**src/hw/ciu_pkg.sv**
```systemverilog
// constants and register map of the issue and interrupt unit
`default_nettype none
package ciu_pkg;
  localparam logic [7:0] OFF_CTL = 8'h00;
  localparam logic [7:0] OFF_TAG = 8'h04;
  localparam logic [7:0] OFF_ENTRY = 8'h08;
  localparam logic [7:0] OFF_TEMP = 8'h0c;
  localparam logic [7:0] OFF_TSEL = 8'h10;
  localparam logic [7:0] OFF_SPINV = 8'h14;
  localparam logic [7:0] OFF_SREQ = 8'h18;
  localparam logic [7:0] OFF_TREQ = 8'h1c;
  localparam logic [7:0] OFF_SEN = 8'h20;
  localparam logic [7:0] OFF_HEN = 8'h24;
  localparam logic [7:0] OFF_HREQ = 8'h28;
  localparam logic [7:0] OFF_RA_LO = 8'h2c;
  localparam logic [7:0] OFF_RA_HI = 8'h30;
  localparam logic [7:0] OFF_TEN = 8'h34;
  // control register fields
  localparam int CTL_HIST_EN = 0;
  localparam int CTL_PRED_DIS = 1;
  localparam int CTL_MAP = 2;
  localparam logic [2:0] CTL_RST = 3'h1;
  localparam logic [15:0] SOFT_MASK = 16'hfffe;
  localparam logic [6:0] HW_MASK = 7'h7e;
  localparam int SEN_TRAP_GATE = 2;
  // entry word layout
  localparam int ENT_ASM = 21;
  localparam int ENT_PROT_LO = 22;
  localparam int SMALL_N = 8;
  localparam int LARGE_N = 4;
  localparam int RS_N = 4;
  localparam int HIST_N = 256;
  // execution units
  localparam logic [1:0] UNIT_INT = 2'h0;
  localparam logic [1:0] UNIT_LDST = 2'h1;
  localparam logic [1:0] UNIT_FP = 2'h2;
  // return stack hints
  localparam logic [1:0] HINT_PUSH = 2'h1;
  localparam logic [1:0] HINT_POP = 2'h2;
  localparam logic [1:0] HINT_COROUT = 2'h3;
  localparam logic [1:0] MODE_KERNEL = 2'h0;
  localparam logic [1:0] RESP_OKAY = 2'h0;
  localparam logic [1:0] RESP_SLVERR = 2'h2;
  typedef enum logic [1:0] {ISS_PAIR = 2'b01, ISS_SECOND = 2'b10} ciu_iss_t;
endpackage
`default_nettype wire

```
**src/hw/ciu_top.sv**
```systemverilog
// issue, branch prediction, translation buffer and interrupt control unit
//
// The implementer's own choices: the AXI4-Lite slave port and the address map.
`default_nettype none
module ciu_top (
  input wire logic aclk,
  input wire logic aresetn,
  input wire logic [7:0] awaddr,
  input wire logic awvalid,
  output logic awready,
  input wire logic [31:0] wdata,
  input wire logic [3:0] wstrb,
  input wire logic wvalid,
  output logic wready,
  output logic [1:0] bresp,
  output logic bvalid,
  input wire logic bready,
  input wire logic [7:0] araddr,
  input wire logic arvalid,
  output logic arready,
  output logic [31:0] rdata,
  output logic [1:0] rresp,
  output logic rvalid,
  input wire logic rready,
  input wire logic pair_valid,
  input wire logic [1:0] unit0,
  input wire logic [1:0] unit1,
  input wire logic [2:0] unit_ready,
  output logic issue0,
  output logic issue1,
  output logic pair_done,
  input wire logic br_valid,
  input wire logic [7:0] br_index,
  input wire logic br_disp_sign,
  input wire logic [1:0] br_hint,
  input wire logic [42:0] br_return_pc,
  input wire logic br_resolve,
  input wire logic [7:0] br_resolve_index,
  input wire logic br_taken,
  input wire logic icache_fill,
  input wire logic [7:0] icache_fill_index,
  output logic pred_taken,
  output logic [42:0] rs_target,
  output logic rs_target_valid,
  input wire logic [42:0] virtual_program_counter,
  input wire logic [1:0] cur_mode,
  input wire logic firmware_mode,
  output logic itb_hit,
  output logic [20:0] itb_pfn,
  output logic [3:0] itb_prot,
  output logic itb_asm,
  input wire logic [6:1] hw_irq_pin,
  input wire logic pipe_drained,
  input wire logic dfill_pending,
  input wire logic [42:0] restart_pc,
  output logic irq_take
);
  import ciu_pkg::*;

  // register bus slave
  logic [7:0] aw_q_r;
  logic [31:0] wd_q_r;
  logic [3:0] ws_q_r;
  logic rd_go, wr_go, wr_hit, rd_hit;
  logic [31:0] wmask, rd_val;
  assign rd_go = arvalid && arready;
  // reads go first so entry pointer side effects never collide
  assign wr_go = !awready && !wready && !bvalid && !rd_go;
  assign wmask = {{8{ws_q_r[3]}}, {8{ws_q_r[2]}}, {8{ws_q_r[1]}}, {8{ws_q_r[0]}}};

  function automatic logic [31:0] merge(input logic [31:0] old, input logic [31:0] nw,
                                        input logic [31:0] m);
    merge = (old & ~m) | (nw & m);
  endfunction

  always_ff @(posedge aclk) begin
    if (!aresetn) begin
      awready <= 1'b1;
      wready <= 1'b1;
      bvalid <= 1'b0;
      bresp <= RESP_OKAY;
      aw_q_r <= 8'h00;
      wd_q_r <= 32'h0;
      ws_q_r <= 4'h0;
    end else begin
      if (awvalid && awready) begin
        aw_q_r <= awaddr;
        awready <= 1'b0;
      end
      if (wvalid && wready) begin
        wd_q_r <= wdata;
        ws_q_r <= wstrb;
        wready <= 1'b0;
      end
      if (wr_go) begin
        bvalid <= 1'b1;
        bresp <= wr_hit ? RESP_OKAY : RESP_SLVERR;
      end
      if (bvalid && bready) begin
        bvalid <= 1'b0;
        awready <= 1'b1;
        wready <= 1'b1;
      end
    end
  end

  always_ff @(posedge aclk) begin
    if (!aresetn) begin
      arready <= 1'b1;
      rvalid <= 1'b0;
      rdata <= 32'h0;
      rresp <= RESP_OKAY;
    end else if (rd_go) begin
      arready <= 1'b0;
      rvalid <= 1'b1;
      rdata <= rd_val;
      rresp <= rd_hit ? RESP_OKAY : RESP_SLVERR;
    end else if (rvalid && rready) begin
      rvalid <= 1'b0;
      arready <= 1'b1;
    end
  end

  // software visible state
  logic [2:0] ctl_r;
  logic [29:0] tag_r;
  logic [31:0] temp_r;
  logic tsel_r;
  logic [15:0] sreq_r, sen_r;
  logic [3:0] treq_r, ten_r;
  logic [6:0] hen_r;
  logic [42:0] ra_r;
  logic [6:1] hw_s1_r, hw_s2_r;
  logic [31:0] entry_rd;

  always_comb begin
    rd_hit = 1'b1;
    unique case (araddr)
      OFF_CTL: rd_val = {29'h0, ctl_r};
      OFF_TAG: rd_val = {2'h0, tag_r};
      OFF_ENTRY: rd_val = 32'h0;
      OFF_TEMP: rd_val = temp_r;
      OFF_TSEL: rd_val = {31'h0, tsel_r};
      OFF_SPINV: rd_val = 32'h0;
      OFF_SREQ: rd_val = {16'h0, sreq_r};
      OFF_TREQ: rd_val = {28'h0, treq_r};
      OFF_SEN: rd_val = {16'h0, sen_r};
      OFF_HEN: rd_val = {25'h0, hen_r};
      OFF_HREQ: rd_val = {25'h0, hw_s2_r, 1'b0};
      OFF_RA_LO: rd_val = ra_r[31:0];
      OFF_RA_HI: rd_val = {21'h0, ra_r[42:32]};
      OFF_TEN: rd_val = {28'h0, ten_r};
      default: begin
        rd_val = 32'h0;
        rd_hit = 1'b0;
      end
    endcase
  end

  always_comb begin
    unique case (aw_q_r)
      OFF_CTL, OFF_TAG, OFF_ENTRY, OFF_TSEL, OFF_SPINV, OFF_SREQ, OFF_TREQ, OFF_SEN,
      OFF_HEN, OFF_RA_LO, OFF_RA_HI, OFF_TEN: wr_hit = 1'b1;
      default: wr_hit = 1'b0;
    endcase
  end

  logic wr_entry, rd_entry, wr_spinv;
  assign wr_entry = wr_go && aw_q_r == OFF_ENTRY;
  assign rd_entry = rd_go && araddr == OFF_ENTRY;
  assign wr_spinv = wr_go && aw_q_r == OFF_SPINV;

  // pins come from outside the clock domain
  always_ff @(posedge aclk) begin
    if (!aresetn) begin
      hw_s1_r <= 6'h0;
      hw_s2_r <= 6'h0;
    end else begin
      hw_s1_r <= hw_irq_pin;
      hw_s2_r <= hw_s1_r;
    end
  end

  always_ff @(posedge aclk) begin
    if (!aresetn) begin
      ctl_r <= CTL_RST;
      tag_r <= 30'h0;
      tsel_r <= 1'b0;
      sreq_r <= 16'h0;
      treq_r <= 4'h0;
      sen_r <= 16'h0;
      ten_r <= 4'h0;
      hen_r <= 7'h0;
    end else if (wr_go) begin
      unique case (aw_q_r)
        OFF_CTL: ctl_r <= 3'(merge({29'h0, ctl_r}, wd_q_r, wmask));
        OFF_TAG: tag_r <= 30'(merge({2'h0, tag_r}, wd_q_r, wmask));
        OFF_TSEL: tsel_r <= wd_q_r[0] & ws_q_r[0];
        OFF_SREQ: sreq_r <= 16'(merge({16'h0, sreq_r}, wd_q_r, wmask)) & SOFT_MASK;
        OFF_TREQ: treq_r <= 4'(merge({28'h0, treq_r}, wd_q_r, wmask));
        OFF_SEN: sen_r <= 16'(merge({16'h0, sen_r}, wd_q_r, wmask)) & SOFT_MASK;
        OFF_HEN: hen_r <= 7'(merge({25'h0, hen_r}, wd_q_r, wmask)) & HW_MASK;
        OFF_TEN: ten_r <= 4'(merge({28'h0, ten_r}, wd_q_r, wmask));
        default: ;
      endcase
    end
  end

  // interrupt decision
  logic [3:0] trap_ok;
  logic irq_pend;
  always_comb begin
    for (int m = 0; m < 4; m++) begin
      // a mode's trap waits while running more privileged than that mode
      trap_ok[m] = treq_r[m] && ten_r[m] && (2'(m) <= cur_mode);
    end
  end
  assign irq_pend = |(hw_s2_r & hen_r[6:1]) || |(sreq_r & sen_r) ||
                    (|trap_ok && sen_r[SEN_TRAP_GATE]);

  logic take;
  assign take = irq_pend && !firmware_mode && pipe_drained && !dfill_pending;

  always_ff @(posedge aclk) begin
    if (!aresetn) begin
      irq_take <= 1'b0;
      ra_r <= 43'h0;
    end else begin
      irq_take <= take;
      if (take) begin
        ra_r <= restart_pc;
      end else if (wr_go && aw_q_r == OFF_RA_LO) begin
        ra_r[31:0] <= merge(ra_r[31:0], wd_q_r, wmask);
      end else if (wr_go && aw_q_r == OFF_RA_HI) begin
        ra_r[42:32] <= 11'(merge({21'h0, ra_r[42:32]}, wd_q_r, wmask));
      end
    end
  end

  // issue: a pending interrupt stops issue so the pipe can drain
  ciu_iss_t iss_r;
  logic ok0, ok1;
  assign ok0 = unit_ready[unit0];
  assign ok1 = unit_ready[unit1] && (unit1 != unit0);

  always_ff @(posedge aclk) begin
    if (!aresetn) begin
      iss_r <= ISS_PAIR;
      issue0 <= 1'b0;
      issue1 <= 1'b0;
      pair_done <= 1'b0;
    end else begin
      issue0 <= 1'b0;
      issue1 <= 1'b0;
      pair_done <= 1'b0;
      // same pair still stands while pair_done is up
      if (pair_valid && !irq_pend && !pair_done) begin
        unique case (iss_r)
          ISS_PAIR: begin
            if (ok0 && ok1) begin
              issue0 <= 1'b1;
              issue1 <= 1'b1;
              pair_done <= 1'b1;
            end else if (ok0) begin
              issue0 <= 1'b1;
              iss_r <= ISS_SECOND;
            end
          end
          ISS_SECOND: begin
            // no pulling forward: the second goes alone
            if (unit_ready[unit1]) begin
              issue1 <= 1'b1;
              pair_done <= 1'b1;
              iss_r <= ISS_PAIR;
            end
          end
        endcase
      end
    end
  end

  // branch history and return stack
  logic hist_r [HIST_N];
  logic seen_r [HIST_N];
  logic [42:0] rs_r [RS_N];
  logic [2:0] rs_cnt_r;
  logic pred_on;
  assign pred_on = !ctl_r[CTL_PRED_DIS];

  always_ff @(posedge aclk) begin
    if (!aresetn) begin
      for (int i = 0; i < HIST_N; i++) begin
        seen_r[i] <= 1'b0;
        hist_r[i] <= 1'b0;
      end
    end else begin
      if (icache_fill) begin
        seen_r[icache_fill_index] <= 1'b0;
      end
      // a resolve in the same cycle as a refill wins
      if (br_resolve) begin
        hist_r[br_resolve_index] <= br_taken;
        seen_r[br_resolve_index] <= 1'b1;
      end
    end
  end

  always_ff @(posedge aclk) begin
    if (!aresetn) begin
      pred_taken <= 1'b0;
    end else if (br_valid) begin
      if (!pred_on) begin
        pred_taken <= 1'b0;
      end else if (ctl_r[CTL_HIST_EN] && seen_r[br_index]) begin
        pred_taken <= hist_r[br_index];
      end else begin
        pred_taken <= br_disp_sign;
      end
    end
  end

  logic rs_pop;
  assign rs_pop = br_valid && pred_on && (br_hint == HINT_POP || br_hint == HINT_COROUT);

  always_ff @(posedge aclk) begin
    if (!aresetn) begin
      rs_cnt_r <= 3'h0;
      rs_target <= 43'h0;
      rs_target_valid <= 1'b0;
      for (int i = 0; i < RS_N; i++) begin
        rs_r[i] <= 43'h0;
      end
    end else begin
      rs_target_valid <= rs_pop && rs_cnt_r != 3'h0;
      if (rs_pop) begin
        rs_target <= rs_r[0];
      end
      if (br_valid && pred_on && br_hint == HINT_PUSH) begin
        // oldest entry falls off the bottom when full
        for (int i = 1; i < RS_N; i++) begin
          rs_r[i] <= rs_r[i-1];
        end
        rs_r[0] <= br_return_pc;
        rs_cnt_r <= (rs_cnt_r == 3'(RS_N)) ? rs_cnt_r : rs_cnt_r + 3'h1;
      end else if (br_valid && pred_on && br_hint == HINT_COROUT) begin
        rs_r[0] <= br_return_pc;
      end else if (rs_pop) begin
        for (int i = 0; i < RS_N - 1; i++) begin
          rs_r[i] <= rs_r[i+1];
        end
        rs_cnt_r <= (rs_cnt_r == 3'h0) ? 3'h0 : rs_cnt_r - 3'h1;
      end
    end
  end

  // instruction translation buffers
  logic [29:0] s_tag_r [SMALL_N];
  logic [20:0] s_pfn_r [SMALL_N];
  logic [3:0] s_prot_r [SMALL_N];
  logic [SMALL_N-1:0] s_val_r, s_asm_r;
  logic [20:0] l_tag_r [LARGE_N];
  logic [11:0] l_pfn_r [LARGE_N];
  logic [3:0] l_prot_r [LARGE_N];
  logic [LARGE_N-1:0] l_val_r, l_asm_r;
  logic [2:0] sptr_r;
  logic [1:0] lptr_r;
  logic hit, hit_asm, s_hit, l_hit;
  logic [20:0] hit_pfn;
  logic [3:0] hit_prot;
  logic [2:0] s_idx;
  logic [1:0] l_idx;

  always_comb begin
    hit = 1'b0;
    hit_asm = 1'b0;
    hit_pfn = 21'h0;
    hit_prot = 4'h0;
    s_hit = 1'b0;
    l_hit = 1'b0;
    s_idx = 3'h0;
    l_idx = 2'h0;
    for (int i = 0; i < SMALL_N; i++) begin
      if (s_val_r[i] && s_tag_r[i] == virtual_program_counter[42:13]) begin
        s_hit = 1'b1;
        s_idx = 3'(i);
        hit_pfn = s_pfn_r[i];
        hit_prot = s_prot_r[i];
        hit_asm = s_asm_r[i];
      end
    end
    for (int i = 0; i < LARGE_N; i++) begin
      if (l_val_r[i] && l_tag_r[i] == virtual_program_counter[42:22]) begin
        l_hit = 1'b1;
        l_idx = 2'(i);
        hit_pfn = {l_pfn_r[i], virtual_program_counter[21:13]};
        hit_prot = l_prot_r[i];
        hit_asm = l_asm_r[i];
      end
    end
    hit = s_hit || l_hit;
    if (ctl_r[CTL_MAP] && virtual_program_counter[42:41] == 2'b10 && cur_mode == MODE_KERNEL) begin
      hit = 1'b1;
      hit_pfn = virtual_program_counter[33:13];
      hit_prot = 4'h0;
      hit_asm = 1'b1;
    end
  end

  always_ff @(posedge aclk) begin
    if (!aresetn) begin
      itb_hit <= 1'b0;
      itb_pfn <= 21'h0;
      itb_prot <= 4'h0;
      itb_asm <= 1'b0;
    end else begin
      itb_hit <= hit && !firmware_mode;
      itb_pfn <= hit_pfn;
      itb_prot <= hit_prot;
      itb_asm <= hit_asm;
    end
  end

  assign entry_rd = tsel_r ?
      {6'h0, l_prot_r[lptr_r], l_asm_r[lptr_r], l_pfn_r[lptr_r], 9'h0} :
      {6'h0, s_prot_r[sptr_r], s_asm_r[sptr_r], s_pfn_r[sptr_r]};

  always_ff @(posedge aclk) begin
    if (!aresetn) begin
      s_val_r <= '0;
      l_val_r <= '0;
      s_asm_r <= '0;
      l_asm_r <= '0;
      sptr_r <= 3'h0;
      lptr_r <= 2'h0;
      temp_r <= 32'h0;
      for (int i = 0; i < SMALL_N; i++) begin
        s_tag_r[i] <= 30'h0;
        s_pfn_r[i] <= 21'h0;
        s_prot_r[i] <= 4'h0;
      end
      for (int i = 0; i < LARGE_N; i++) begin
        l_tag_r[i] <= 21'h0;
        l_pfn_r[i] <= 12'h0;
        l_prot_r[i] <= 4'h0;
      end
    end else begin
      if (rd_entry) begin
        temp_r <= entry_rd;
      end
      if (wr_entry && !tsel_r) begin
        s_tag_r[sptr_r] <= tag_r;
        s_pfn_r[sptr_r] <= wd_q_r[20:0];
        s_asm_r[sptr_r] <= wd_q_r[ENT_ASM];
        s_prot_r[sptr_r] <= wd_q_r[ENT_PROT_LO+:4];
        s_val_r[sptr_r] <= 1'b1;
      end
      if (wr_entry && tsel_r) begin
        l_tag_r[lptr_r] <= tag_r[29:9];
        l_pfn_r[lptr_r] <= wd_q_r[20:9];
        l_asm_r[lptr_r] <= wd_q_r[ENT_ASM];
        l_prot_r[lptr_r] <= wd_q_r[ENT_PROT_LO+:4];
        l_val_r[lptr_r] <= 1'b1;
      end
      if (wr_spinv) begin
        s_val_r <= s_val_r & s_asm_r;
        l_val_r <= l_val_r & l_asm_r;
      end
      // register access steps the selected pointer; else skip the entry just used
      if ((wr_entry || rd_entry) && !tsel_r) begin
        sptr_r <= sptr_r + 3'h1;
      end else if (itb_hit && s_hit && s_idx == sptr_r && !firmware_mode) begin
        sptr_r <= sptr_r + 3'h1;
      end
      if ((wr_entry || rd_entry) && tsel_r) begin
        lptr_r <= lptr_r + 2'h1;
      end else if (itb_hit && l_hit && l_idx == lptr_r && !firmware_mode) begin
        lptr_r <= lptr_r + 2'h1;
      end
    end
  end
endmodule
`default_nettype wire

```
**config.mk**
```make
export PLATFORM = sky130hd
export DESIGN_NAME = ciu_top
export DESIGN_NICKNAME = d
export VERILOG_FILES = /design/src/hw/ciu_pkg.sv /design/src/hw/ciu_top.sv
export SDC_FILE = /design/constraint.sdc
export NUM_CORES = 2
export LEC_CHECK = 0
export ABC_AREA = 0
export BUFFER_PORTS_ARGS = -buffer_cell sky130_fd_sc_hd__buf_4
export CAP_MARGIN = 20
export CORE_MARGIN = 3
export CORE_UTILIZATION = 45
export CTS_CLUSTER_SIZE = 40
export DETAILED_ROUTE_END_ITERATION = 8
export HOLD_SLACK_MARGIN = 0.02
export PLACE_DENSITY = 0.64
export SKIP_LAST_GASP = 1
export SLEW_MARGIN = 30
export SYNTH_ARGS = -nofsm -noshare
export SYNTH_HDL_FRONTEND = slang
export SYNTH_SLANG_ARGS = --single-unit
```
**constraint.sdc**
```tcl
create_clock -name aclk -period 6.7 [get_ports aclk]
set_input_delay 1.34 -clock aclk [delete_from_list [all_inputs] [get_ports aclk]]
set_output_delay 1.34 -clock aclk [all_outputs]
set_load 0.05 [all_outputs]
```
==> out/results.txt <==
The flow ran to the end, and the final reports show no timing, DRC or antenna violations. The slowest stage of the critical path is the sky130_fd_sc_hd__and2_1 cell. The tool flagged a number of max-cap violations equal to 0. Summed over all cells, the static leakage comes to 31.4 nW. During synthesis, Yosys emitted a total of 0 warnings. Once detail routing completed, the nets flagged for antenna violations numbered 0.

The die covers 173000 µm². Before antenna repair, the detailed router went through 8 iterations. The finished layout holds 9569 standard cells, fillers aside. The count of final hold-check violations was 0.

For the worst setup path, the data required time is 7380 ps. Post-CTS timing repair inserted 0 buffers for setup. Counting every sink on the clock net gives 1628. The clock insertion delay at the later pin of the skew report was 820 ps; the maximum fanout encountered on the critical timing path was 16.

The proportion of synthesized chip area in sequential cells is 0.530, and the share of final-layout standard cells stronger than drive strength 1 is 0.155. After detailed placement, the design holds a cell count of 9214. In the routed design, unresolved DRC markers number 0.

The kind of start point of the critical path is a primary input. The clock tree buffer depth is 3, and the H-tree depth is 4. First-pass GRT wire length: 391 mm. Across the VDD grid, the largest voltage drop is 242 µV. Most common cell after layout, fill and taps aside: sky130_fd_sc_hd__dfxtp_1.

TritonCTS built the clock tree. Final critical delay including setup and external delays: 4600 ps. In this design, the largest share of critical-path delay is due to simple AND/OR/NAND/NOR gates. In the layout the commonest cells are sky130_fd_sc_hd__dfxtp_1, sky130_fd_sc_hd__nand2_1, sky130_fd_sc_hd__edfxtp_1. In this run the standard cell core region covers 166000 µm². The min-delay analysis places its worst path in the category reg -> reg. In this run the cell area of the synthesized design comes to 75800 µm². The tools report the total routing resource utilization after global routing as 0.302. The run gives 270 mm as the total detailed-routing wirelength. Entering global routing, the biggest net connects 114 pins. Setup repair after global routing left no endpoint under its margin. The most instantiated flip-flop cell in the synthesis netlist was sky130_fd_sc_hd__dfxtp_1.

Walking the worst path, the cells encountered are buf_4, xor2_1, or4_4, nor4_2, and2_1, nor4_2, buf_4, a2111o_1, a221oi_1, o21ai_0. The fraction of registers with async set or reset after synthesis is 0. The flop and latch count out of synthesis is 1628, and the total of hold buffers inserted after clock tree synthesis is 0. The logs give 0.228 for the worst-case headroom to the max-slew limit and 0 for the number of setup violations in the final report. The die boundary height is 416 µm. The critical path start-end classification is in -> reg. The half-perimeter wire length of the detailed placement result is 170 mm. After the first detailed-routing iteration, the DRC count stood at 8799. Counting buffers and inverters, the worst setup path is 10 cells deep. The logs give 149 for the row count and 0.922 for the final weighted congestion in routability-driven placement. For the setup TNS, the log shows 0 ps. The cell count after synthesis came out at 7232.

The net count reported at finish was 7452. The share of the clock period used by the worst path after layout works out to 0.686. The run gives 0 as the leftover overflow at the end of global routing. Counting the buffers created by CTS gives 176. The run gives 0.456 as the effective utilization at floorplan.

In this run the tool buffered the top-level ports with 339 buffer cells. The run gives 217 MHz as the maximum clock rate. STA classifies the critical path endpoint as a flop. The number of cells on the worst hold path was 1; the via count of the routed design was 61000. For the via count of the first global-routing pass, the log shows 58000. From synthesis to final layout, the design area changed by 13.7%. The die is 416 µm wide.

For this design the ratio of total power to cell area is 259 nW/µm². The critical path contains buffers and inverters numbering 2 combined. The number of fill cells in the layout is 14600, and the initial antenna violation count is 40.

The post-cts sizing count is 0. Clock root buffer: sky130_fd_sc_hd__clkbuf_16. In this design, the stage delay of the slowest critical-path cell is 880 ps. The max-slew violation count is 0, and the actual slew at the worst max-slew pin is 1160 ps. The depth of the most critical reg-to-reg path was 8; the maximum clock skew at final layout was 46.5 ps. At the worst endpoint, the arrival time is 5280 ps. In this run, synthesis inferred 760 flip-flops with an integrated enable.

In this run the count of I/O pins placed on the die edge is 355. The clock transition at the register clock pins on the worst setup and hold paths after CTS is 60 ps, and the via-per-instance ratio is 6.38. The run gives 74 as the count of different cell masters after synthesis. The average cell area after synthesis was 10.5 µm²; the per-cell routed wire length was 28.2 µm.
final timing paths:
path                             endpoint                        start  slack [ps]
max                itb_pfn[13]$_SDFF_PN0_  virtual_program_counter[30]        2100
min reg2reg         hw_s2_r[1]$_SDFF_PN0_        hw_s1_r[1]$_SDFF_PN0_         440
max reg2reg  s_pfn_r[0][13]$_SDFFCE_PN0P_         awready$_SDFFE_PP1P_        2570
min                 hw_s2_r[1]$_SDFF_PN0_        hw_s1_r[1]$_SDFF_PN0_         440
synth_stat cells (7+ instances only):
master | number | area (µm²)
sky130_fd_sc_hd__a2111o_1 | 19 | 214
sky130_fd_sc_hd__a2111oi_0 | 25 | 219
sky130_fd_sc_hd__a211oi_1 | 30 | 225
sky130_fd_sc_hd__a21oi_1 | 313 | 1570
sky130_fd_sc_hd__a221oi_1 | 21 | 184
sky130_fd_sc_hd__a222oi_1 | 40 | 400
sky130_fd_sc_hd__a22o_1 | 51 | 447
sky130_fd_sc_hd__a22oi_1 | 37 | 278
sky130_fd_sc_hd__a311o_1 | 11 | 110
sky130_fd_sc_hd__a31o_1 | 9 | 78.8
sky130_fd_sc_hd__a31oi_1 | 29 | 181
sky130_fd_sc_hd__and2_1 | 629 | 3940
sky130_fd_sc_hd__and3_1 | 68 | 425
sky130_fd_sc_hd__buf_1 | 30 | 113
sky130_fd_sc_hd__buf_2 | 48 | 240
sky130_fd_sc_hd__buf_4 | 19 | 143
sky130_fd_sc_hd__clkbuf_1 | 584 | 2190
sky130_fd_sc_hd__dfxtp_1 | 868 | 17400
sky130_fd_sc_hd__edfxtp_1 | 760 | 22800
sky130_fd_sc_hd__ha_1 | 10 | 125
sky130_fd_sc_hd__inv_1 | 23 | 86.3
sky130_fd_sc_hd__mux2_2 | 8 | 90.1
sky130_fd_sc_hd__mux2i_1 | 156 | 1560
sky130_fd_sc_hd__mux4_2 | 202 | 4550
sky130_fd_sc_hd__nand2_1 | 807 | 3030
sky130_fd_sc_hd__nand2b_1 | 34 | 213
sky130_fd_sc_hd__nand3_1 | 451 | 2260
sky130_fd_sc_hd__nand3b_1 | 11 | 82.6
sky130_fd_sc_hd__nand4_1 | 145 | 907
sky130_fd_sc_hd__nand4b_1 | 8 | 70.1
sky130_fd_sc_hd__nor2_1 | 365 | 1370
sky130_fd_sc_hd__nor2b_1 | 40 | 250
sky130_fd_sc_hd__nor3_1 | 52 | 260
sky130_fd_sc_hd__nor4_1 | 52 | 325
sky130_fd_sc_hd__nor4b_1 | 7 | 61.3
sky130_fd_sc_hd__o211ai_1 | 474 | 3560
sky130_fd_sc_hd__o21ai_0 | 322 | 1610
sky130_fd_sc_hd__o221a_2 | 48 | 541
sky130_fd_sc_hd__o221ai_1 | 13 | 114
sky130_fd_sc_hd__or4_1 | 7 | 52.6
sky130_fd_sc_hd__xnor2_1 | 282 | 2470
sky130_fd_sc_hd__xor2_1 | 48 | 420
power breakdown:
part           leakage (nW)  switching (mW)  total [mW]  internal (mW)
Clock                  2.88            4.18        10.1           5.87
Combinational          13.6            1.00        1.44          0.433
Sequential             14.9           0.206        10.9           10.6
Total                  31.4            5.39        22.3           16.9
state kept, by name (all words and copies together) (netlist names), 16 cells and up, named ones only:
| signal | cells |
|---|---|
| rs_r | 172 |
| rs_target | 43 |
| hist_r | 256 |
| s_pfn_r | 168 |
| l_tag_r | 84 |
| itb_pfn | 21 |
| l_prot_r | 16 |
| s_tag_r | 240 |
| wd_q_r | 32 |
| rdata | 32 |
| temp_r | 26 |
| seen_r | 256 |
| l_pfn_r | 48 |
| s_prot_r | 32 |
area by class of cell:
| class | instances | area [µm²] | area share |
|---|---|---|---|
| Tap cell | 2189 | 2740 | 0.0318 |
| Antenna cell | 33 | 82.6 | 0.000958 |
| Inverter | 24 | 97.6 | 0.00113 |
| Clock buffer | 245 | 4990 | 0.0579 |
| Multi-Input combinational cell | 4893 | 33300 | 0.386 |
| Sequential cell | 1628 | 40200 | 0.467 |
| Clock inverter | 76 | 931 | 0.0108 |
| Timing Repair Buffer | 481 | 3820 | 0.0444 |
kinds of logic (layout without fill, tap and decap cells):
kind of cell | Yosys count | after routing | synth area share
buffers and inverters | 712 | 826 | 0.0376
multiplexers | 366 | 366 | 0.0818
AND/OR/NAND/NOR | 2707 | 2707 | 0.178
other | 1 | 35 | 0.0000495
adder cells (fa/ha/maj) | 10 | 10 | 0.00165
flip-flops | 1628 | 1628 | 0.530
AO/OA/AOI/OAI | 1478 | 1478 | 0.132
XOR/XNOR | 330 | 330 | 0.0381
worst reg2reg max path, cell delays in order (launching register included):
cell and delay [ps]:
sky130_fd_sc_hd__dfxtp_1 430, sky130_fd_sc_hd__nor4_2 570, sky130_fd_sc_hd__and3_1 390, sky130_fd_sc_hd__nand3b_1 380, sky130_fd_sc_hd__nor3_1 650, sky130_fd_sc_hd__nand2_1 320
sky130_fd_sc_hd__nor2_4 580, sky130_fd_sc_hd__buf_4 460, sky130_fd_sc_hd__and2_1 210
layer usage:
| layer | global-route usage | wire length (µm) |
|---|---|---|
| met3 | 0.0645 | 29000 |
| met2 | 0.463 | 122000 |
| met5 | 0 | 61 |
| met4 | 0.160 | 14800 |
| met1 | 0.401 | 104000 |
per-stage QoR:
step / util / total power, mW / worst slack, ps / hold WS [ps] / cell area, µm²
after detailed placement: 0.482 / 12.5 / 1330 / 433 / 80100
final: 0.519 / 22.3 / 2100 / 436 / 86200
after CTS: 0.518 / 22.4 / 2180 / 457 / 86000
after global placement: 0.481 / 12.4 / 1350 / 429 / 79900
after floorplan: - / 11.8 / 2080 / 412 / 75800
after global routing: 0.518 / 22.9 / 2070 / 457 / 86100
Note: power is estimated with default switching activity, not from simulation.
